[config.mk]
export PLATFORM = sky130hd
export DESIGN_NAME = tw_waveform_ctrl
export DESIGN_NICKNAME = d
export VERILOG_FILES = /design/src/pkg/tw_pkg.sv /design/src/tw_compare_out.sv /design/src/tw_waveform_ctrl.sv
export VERILOG_INCLUDE_DIRS = /design/src /design/src/pkg
export SDC_FILE = /design/constraint.sdc
export NUM_CORES = 1
export LEC_CHECK = 0
export ABC_CLOCK_PERIOD_IN_PS = 5500
export BUFFER_PORTS_ARGS = -buffer_cell sky130_fd_sc_hd__buf_2
export CORE_UTILIZATION = 51
export CTS_BUF_LIST = sky130_fd_sc_hd__clkbuf_8
export DETAILED_ROUTE_END_ITERATION = 6
export GPL_ROUTABILITY_DRIVEN = 0
export GPL_TIMING_DRIVEN = 0
export PLACE_DENSITY_LB_ADDON = 0.08
export SLEW_MARGIN = 40
export SYNTH_ARGS = -nofsm -noshare
export SYNTH_HDL_FRONTEND = slang
export SYNTH_SLANG_ARGS = --single-unit
[constraint.sdc]
create_clock -name ref_clk -period 5.5 [get_ports ref_clk]
set_clock_uncertainty 0.2 [all_clocks]
set_input_delay 0.825 -clock ref_clk [delete_from_list [all_inputs] [get_ports ref_clk]]
set_output_delay 0.825 -clock ref_clk [all_outputs]
set_load 0.01 [all_outputs]
[src/pkg/tw_map.svh]
// Register offsets, field positions and constants of the waveform block
`ifndef TW_MAP_SVH
`define TW_MAP_SVH
`define TW_OFS_CTRL_A 8'h24
`define TW_OFS_CTRL_B 8'h25
`define TW_OFS_COUNT 8'h26
`define TW_OFS_CMP_A 8'h27
`define TW_OFS_CMP_B 8'h28
`define TW_OFS_STATUS 8'h29
`define TW_OFS_MASK 8'h2A
`define TW_POS_CODE_A 6
`define TW_POS_CODE_B 4
`define TW_POS_HIGH_BIT 3
`define TW_FLAG_OVF 0
`define TW_FLAG_A 1
`define TW_FLAG_B 2
`define TW_RESET_BYTE 8'h00
`define TW_MAX 8'hFF
`define TW_BOTTOM 8'h00
`endif

[src/pkg/tw_pkg.sv]
// Types shared by the waveform compare control block
package tw_pkg;
    typedef logic [7:0] tw_byte_t;
    typedef enum logic [2:0] {
        TW_NORMAL  = 3'h0,
        TW_PC_FF   = 3'h1,
        TW_CTC     = 3'h2,
        TW_FAST_FF = 3'h3,
        TW_RSV4    = 3'h4,
        TW_PC_A    = 3'h5,
        TW_RSV6    = 3'h6,
        TW_FAST_A  = 3'h7
    } tw_mode_t;
    typedef enum logic [1:0] {
        TW_OFF    = 2'h0,
        TW_TOGGLE = 2'h1,
        TW_CLEAR  = 2'h2,
        TW_SET    = 2'h3
    } tw_code_t;
    typedef struct packed {
        tw_code_t codeA;
        tw_code_t codeB;
        logic [1:0] lowBits;
        logic highBit;
        tw_byte_t count;
        logic countDown;
        tw_byte_t bufA;
        tw_byte_t bufB;
        tw_byte_t cmpA;
        tw_byte_t cmpB;
        logic outA;
        logic outB;
        logic [2:0] flags;
        logic [2:0] mask;
        logic blockMatch;
        tw_byte_t rdData;
    } tw_state_t;
endpackage

[src/tw_compare_out.sv]
// Next value of one compare output from mode, code and counter events
`timescale 1ns/1ps
module tw_compare_out #(
    parameter bit IS_CHAN_A = 1'b1
) (
    input wire logic isFast,
    input wire logic isPc,
    input wire logic highBit,
    input wire tw_pkg::tw_code_t code,
    input wire logic matchEv,
    input wire logic bottomEv,
    input wire logic topEv,
    input wire logic cmpIsTop,
    input wire logic countingUp,
    input wire logic outCur,
    output logic outNxt
);
    import tw_pkg::*;

    always_comb begin
        outNxt = outCur;
        if (!isFast && !isPc) begin
            if (matchEv) begin
                unique case (code)
                    TW_OFF: outNxt = outCur;
                    TW_TOGGLE: outNxt = !outCur;
                    TW_CLEAR: outNxt = 1'b0;
                    TW_SET: outNxt = 1'b1;
                endcase
            end
        end else if (code == TW_TOGGLE) begin
            // Channel B treats this code as reserved and holds
            if (IS_CHAN_A && highBit && matchEv) begin
                outNxt = !outCur;
            end
        end else if (code[1]) begin
            if (isFast) begin
                if (bottomEv) begin
                    outNxt = !code[0];
                end else if (matchEv && !cmpIsTop) begin
                    outNxt = code[0];
                end
            end else if (cmpIsTop) begin
                if (topEv) begin
                    outNxt = !code[0];
                end
            end else if (matchEv) begin
                outNxt = countingUp ? code[0] : !code[0];
            end
        end
    end
endmodule

[src/tw_waveform_ctrl.sv]
// Timer counter with two compare channels and waveform generation
`timescale 1ns/1ps
`include "tw_map.svh"
module tw_waveform_ctrl #(
    parameter int ADDR_W = 8
) (
    input wire logic ref_clk,
    input wire logic rst_n,
    input wire logic [ADDR_W-1:0] regAddr,
    input wire tw_pkg::tw_byte_t regWrData,
    input wire logic regWrEn,
    input wire logic regRdEn,
    output tw_pkg::tw_byte_t regRdData,
    input wire logic timerTickEnable,
    output logic compareOutA,
    output logic compareOutB,
    output logic outOverrideA,
    output logic outOverrideB,
    output logic irq
);
    import tw_pkg::*;

    generate
        if (ADDR_W < 6) begin : g_addr_check
            $error("ADDR_W too narrow for the register map");
        end
    endgenerate

    function automatic logic isSel(
        input logic [ADDR_W-1:0] addr,
        input tw_byte_t ofs
    );
        isSel = (addr == ADDR_W'(ofs));
    endfunction

    tw_state_t s_r;
    tw_state_t s_nxt;
    tw_mode_t mode;
    logic isFast;
    logic isPc;
    logic isImmediate;
    logic topFromA;
    tw_byte_t top;
    logic atTop;
    logic cntRun;
    logic matchA;
    logic matchB;
    logic bottomEv;
    logic topEv;
    logic ovfEv;
    logic updateCmp;
    logic wrCount;
    logic [2:0] clrMask;
    logic [1:0] chCur;
    logic [1:0] chNxt;
    logic [1:0] chMatch;
    logic [1:0] chCmpTop;
    tw_code_t chCode [2];

    // Mode decode
    assign mode = tw_mode_t'({s_r.highBit, s_r.lowBits});
    assign isFast = (mode == TW_FAST_FF) || (mode == TW_FAST_A);
    assign isPc = (mode == TW_PC_FF) || (mode == TW_PC_A);
    assign isImmediate = !isFast && !isPc;
    assign topFromA = (mode == TW_CTC) || (mode == TW_PC_A)
        || (mode == TW_FAST_A);
    assign top = topFromA ? s_r.cmpA : `TW_MAX;
    assign atTop = (s_r.count == top);

    // Reserved modes leave the counter standing
    assign cntRun = timerTickEnable && (mode != TW_RSV4)
        && (mode != TW_RSV6);

    // Compare matches, blocked for one tick after a counter write
    assign matchA = cntRun && !s_r.blockMatch && (s_r.count == s_r.cmpA);
    assign matchB = cntRun && !s_r.blockMatch && (s_r.count == s_r.cmpB);

    assign bottomEv = isFast && cntRun && atTop;
    assign topEv = isPc && cntRun && atTop && !s_r.countDown;

    always_comb begin
        ovfEv = 1'b0;
        if (cntRun) begin
            unique case (mode)
                TW_NORMAL, TW_CTC, TW_FAST_FF:
                    ovfEv = (s_r.count == `TW_MAX);
                TW_FAST_A:
                    ovfEv = atTop;
                TW_PC_FF, TW_PC_A:
                    ovfEv = s_r.countDown
                        && (s_r.count == `TW_BOTTOM);
                default:
                    ovfEv = 1'b0;
            endcase
        end
    end

    assign updateCmp = isImmediate || topEv || bottomEv;
    assign wrCount = regWrEn && isSel(regAddr, `TW_OFS_COUNT);
    assign clrMask = (regWrEn && isSel(regAddr, `TW_OFS_STATUS))
        ? regWrData[2:0] : 3'h0;

    // Per-channel output stage
    assign chCode[0] = s_r.codeA;
    assign chCode[1] = s_r.codeB;
    assign chCur = {s_r.outB, s_r.outA};
    assign chMatch = {matchB, matchA};
    assign chCmpTop = {s_r.cmpB == top, s_r.cmpA == top};

    generate
        for (genvar ch = 0; ch < 2; ch++) begin : g_chan
            tw_compare_out #(
                .IS_CHAN_A(ch == 0)
            ) u_out (
                .isFast(isFast),
                .isPc(isPc),
                .highBit(s_r.highBit),
                .code(chCode[ch]),
                .matchEv(chMatch[ch]),
                .bottomEv(bottomEv),
                .topEv(topEv),
                .cmpIsTop(chCmpTop[ch]),
                .countingUp(!s_r.countDown),
                .outCur(chCur[ch]),
                .outNxt(chNxt[ch])
            );
        end
    endgenerate

    always_comb begin
        s_nxt = s_r;
        s_nxt.outA = chNxt[0];
        s_nxt.outB = chNxt[1];

        // Counting sequence
        if (s_r.blockMatch && timerTickEnable) begin
            s_nxt.blockMatch = 1'b0;
        end
        if (cntRun) begin
            if (isPc) begin
                if (!s_r.countDown) begin
                    if (atTop) begin
                        s_nxt.countDown = 1'b1;
                        s_nxt.count = s_r.count - 8'h01;
                    end else begin
                        s_nxt.count = s_r.count + 8'h01;
                    end
                end else if (s_r.count == `TW_BOTTOM) begin
                    s_nxt.countDown = 1'b0;
                    s_nxt.count = s_r.count + 8'h01;
                end else begin
                    s_nxt.count = s_r.count - 8'h01;
                end
            end else if (atTop) begin
                s_nxt.count = `TW_BOTTOM;
            end else begin
                s_nxt.count = s_r.count + 8'h01;
            end
        end

        // Buffered compare values
        if (updateCmp) begin
            s_nxt.cmpA = s_r.bufA;
            s_nxt.cmpB = s_r.bufB;
        end

        // Sticky flags, a new event beats a clear
        s_nxt.flags = (s_r.flags & ~clrMask)
            | {matchB, matchA, ovfEv};

        // Register writes
        if (regWrEn) begin
            if (isSel(regAddr, `TW_OFS_CTRL_A)) begin
                s_nxt.codeA = tw_code_t'(regWrData[7:6]);
                s_nxt.codeB = tw_code_t'(regWrData[5:4]);
                s_nxt.lowBits = regWrData[1:0];
            end
            if (isSel(regAddr, `TW_OFS_CTRL_B)) begin
                s_nxt.highBit = regWrData[`TW_POS_HIGH_BIT];
            end
            if (wrCount) begin
                s_nxt.count = regWrData;
                s_nxt.blockMatch = 1'b1;
            end
            if (isSel(regAddr, `TW_OFS_CMP_A)) begin
                s_nxt.bufA = regWrData;
                if (isImmediate) begin
                    s_nxt.cmpA = regWrData;
                end
            end
            if (isSel(regAddr, `TW_OFS_CMP_B)) begin
                s_nxt.bufB = regWrData;
                if (isImmediate) begin
                    s_nxt.cmpB = regWrData;
                end
            end
            if (isSel(regAddr, `TW_OFS_MASK)) begin
                s_nxt.mask = regWrData[2:0];
            end
        end

        // Read data stand only in the cycle after the strobe
        s_nxt.rdData = `TW_RESET_BYTE;
        if (regRdEn) begin
            if (isSel(regAddr, `TW_OFS_CTRL_A)) begin
                s_nxt.rdData = {s_r.codeA, s_r.codeB, 2'b00,
                    s_r.lowBits};
            end else if (isSel(regAddr, `TW_OFS_CTRL_B)) begin
                s_nxt.rdData = {4'h0, s_r.highBit, 3'h0};
            end else if (isSel(regAddr, `TW_OFS_COUNT)) begin
                s_nxt.rdData = s_r.count;
            end else if (isSel(regAddr, `TW_OFS_CMP_A)) begin
                s_nxt.rdData = s_r.bufA;
            end else if (isSel(regAddr, `TW_OFS_CMP_B)) begin
                s_nxt.rdData = s_r.bufB;
            end else if (isSel(regAddr, `TW_OFS_STATUS)) begin
                s_nxt.rdData = {5'h00, s_r.flags};
            end else if (isSel(regAddr, `TW_OFS_MASK)) begin
                s_nxt.rdData = {5'h00, s_r.mask};
            end
        end
    end

    always_ff @(posedge ref_clk) begin
        if (!rst_n) begin
            s_r <= '0;
        end else begin
            s_r <= s_nxt;
        end
    end

    assign regRdData = s_r.rdData;
    assign compareOutA = s_r.outA;
    assign compareOutB = s_r.outB;
    assign outOverrideA = (s_r.codeA != TW_OFF)
        && !(!isImmediate && s_r.codeA == TW_TOGGLE && !s_r.highBit);
    assign outOverrideB = (s_r.codeB != TW_OFF);
    assign irq = |(s_r.flags & s_r.mask);
endmodule

==> flow_summary.toml <==
[detailed_routing]
detailedRoute.firstIterationViolations = 428
detail_route.vias_per_cell = 6.20
drc = 0
vias = 4319
dr.pass1.iters = 5
ant_nets = 0
drt-total-wl_mm = 13.4
wire_per_inst_um = 19.2

[cts]
cts_tree = "done"
cts_setup_buffers = 0
path_clk_slew_ps = 90
ctsHoldBuffers = 0
clock_path_buffers = 2
clock_sinks = 65
clk_latency_ps = 350
h-tree-depth = 3
cts_root_buffer = "clkbuf_8"
cts_resized = 0
cts_made_buffers = 9

[power_and_ir_drop]
intPower_uw = 726
p_leak_uw = 0.00189
p_comb_share_pct = 9.6
clockPowerShare_pct = 43.6
ir_drop_v = 0.000224
p_seq_share_pct = 46.8
sw_frac_of_total_pct = 29.0
power_density_nw_per_um2 = 213
p_switching_uw = 297

[timing]
hold_viol = 0
slew_violations = 0
tns_ps = 0
fmax_ghz = 0.312
max-slew-margin-rel_pct = 59.2
setup_viol = 0
rsz0062_at_grt = "false"
worst_pin_slew_ps = 612
post-route-period-util_pct = 58.3
layout_min_cycle_time_ps = 3210

[min_path]
hold_start = "compareOutA$_SDFFE_PN0P_"
hold_class = "flip-flop to flip-flop"

[yosys]
synthFlopType = "dfxtp_1"
synthCells = 544
ys_types = 69
syn_nets = 567
synth_warnings = 0
synth-edff-count = 0
synthArstFlopShare_pct = 0
synth.area.top_cells = "dfxtp_1 30%, mux2i_1 9.1%, nor2_1 7.1%"
ys_seq_area_share_pct = 30.3
syn_area_um2 = 4300
synth_common_cells = "81 x nor2_1, 65 x dfxtp_1, 39 x mux2i_1"
synth_largest_area_cell = "dfxtp_1"
synth_top_area_share_pct = 30.3
syn_avg_cell_area_um2 = 7.90
synth_most_common_cell = "nor2_1"
synth-seq-cells = 65

[critical_path]
arrival_ps = 3270
start_kind = "input port"
worstSetupStartpoint = "regAddr[4]"
r2r_start = "mode[2]$_SDFFE_PN0P_"
criticalPathCategory = "input port to flip-flop"
crit_fanout = 9
end_kind = "flip-flop"
crit_required_ps = 5560

[flow_run]
drv_cap = 0

[cells_and_area]
multi_input_area_um2 = 2690
syn_to_final_growth_pct = 11.7
diodes = 0
nets = 610
num-fill-cells = 772
fin_util_pct = 58.7
drive_above_1_share_pct = 14.9
final-seq-area_um2 = 1300

[placement]
dp_hpwl_mm = 9.98
port_buffers = 32

[floorplan]
die-area_um2 = 8800
start_util_pct = 52.6
die_w_um = 93.8
core.rowCount = 33
core_um2 = 8180
die_h_um = 93.8
boundaryPins = 34

[global_routing]
overflow = 0
antenna_found_initial = 0
grt_pass1_vias = 3931
grt_pass1_wl_mm = 21.1
grt_use_total_pct = 32.0
grt_max_degree = 15

[run_status]
outcome = "complete, no violations"
-- state kept, by name, summed over array words and instances, names as in the netlist --
| register | flops |
|---|---|
| compareOutB | 1 |
| chCode | 4 |
| compareOutA | 1 |
| mode | 3 |
| s_r | 48 |
| regRdData | 8 |
-- cells by family (layout without fill, tap and decap cells) --
kind of cell    count (synthesis)  count (layout)  share of synthesized area (%)
xor+xnor                       21              21                           4.45
buf+inv                        67             115                           7.28
mux                            43              43                           10.1
compound gates                149             149                           24.6
simple gates                  197             197                           22.7
fa+ha+maj                       2               2                          0.582
flops                          65              65                           30.3
-- final cells by class --
type                    instances  share of cell area [%]
plain buffers                  51                    5.26
flip-flops and latches         65                    27.1
inverters                      16                    1.25
multi-input cells             412                    56.0
well taps                     105                    2.74
clock buffers                   9                    2.58
clock inverters                 7                    1.75
repair buffers                 32                    3.34
-- metrics by stage --
step	instance area, µm²	cells	hold WS (ps)	total power (µW)	setup slack, ps
floorplan	4300	544	263	549	2430
global placement	4590	681	272	583	1930
detailed placement	4590	681	288	585	1960
CTS	4800	697	302	1020	2310
global route	4800	697	325	1050	2060
finish	4800	697	295	1020	2290
-- worst paths after layout --
path                              endpoint  slack (ps)  cells after the start
hold reg to reg   compareOutA$_SDFFE_PN0P_         290                      2
hold / removal    compareOutA$_SDFFE_PN0P_         290                      2
setup reg to reg  compareOutB$_SDFFE_PN0P_        2320                     10
setup / recovery        s_r[52]$_SDFF_PN0_        2290                     10
-- cell usage in the layout (no fill, tap or decap), types with 4 or more instances in the layout --
cell / n
a211oi_1: 24
a21oi_1: 27
a22o_1: 6
a22oi_1: 6
a31oi_1: 9
and2_1: 7
and3_1: 7
buf_2: 39
buf_4: 8
clkbuf_1: 31
clkbuf_8: 9
dfxtp_1: 65
inv_1: 14
inv_6: 4
mux2_2: 4
mux2i_1: 39
nand2_1: 29
nand2b_1: 9
nand3_1: 18
nand4_1: 6
nor2_1: 81
nor2b_1: 4
nor3_1: 5
nor3b_1: 4
nor4_1: 7
o211ai_1: 6
o21ai_0: 31
or4_1: 4
xnor2_1: 10
xor2_1: 10
-- power by group through the flow --
stage               sequential, µW  combinational [µW]  clock (µW)
floorplan                      488                61.2           0
global placement               489                93.8           0
detailed placement             490                95.0           0
CTS                            478                95.1         444
global route                   479                 106         468
finish                         479                97.9         446
-- worst max-delay path, cell delays in order --
cell and delay, ps:
buf_2 90, or4b_1 550, nor3b_1 450, and3_1 270
buf_2 220, nor2_1 120, nand2_1 90, a31oi_1 50
or3_1 330, a221oi_1 270
-- per-layer routing --
metal / up-vias / global-route usage [%] / routed length, µm
li1: 2065 / - / -
met1: 2025 / 43.6 / 5840
met2: 203 / 50.7 / 6120
met3: 26 / 5.42 / 1130
met4: 0 / 11.4 / 304
met5: - / 0 / 0
No activity file was read; power rests on OpenSTA's default activity.
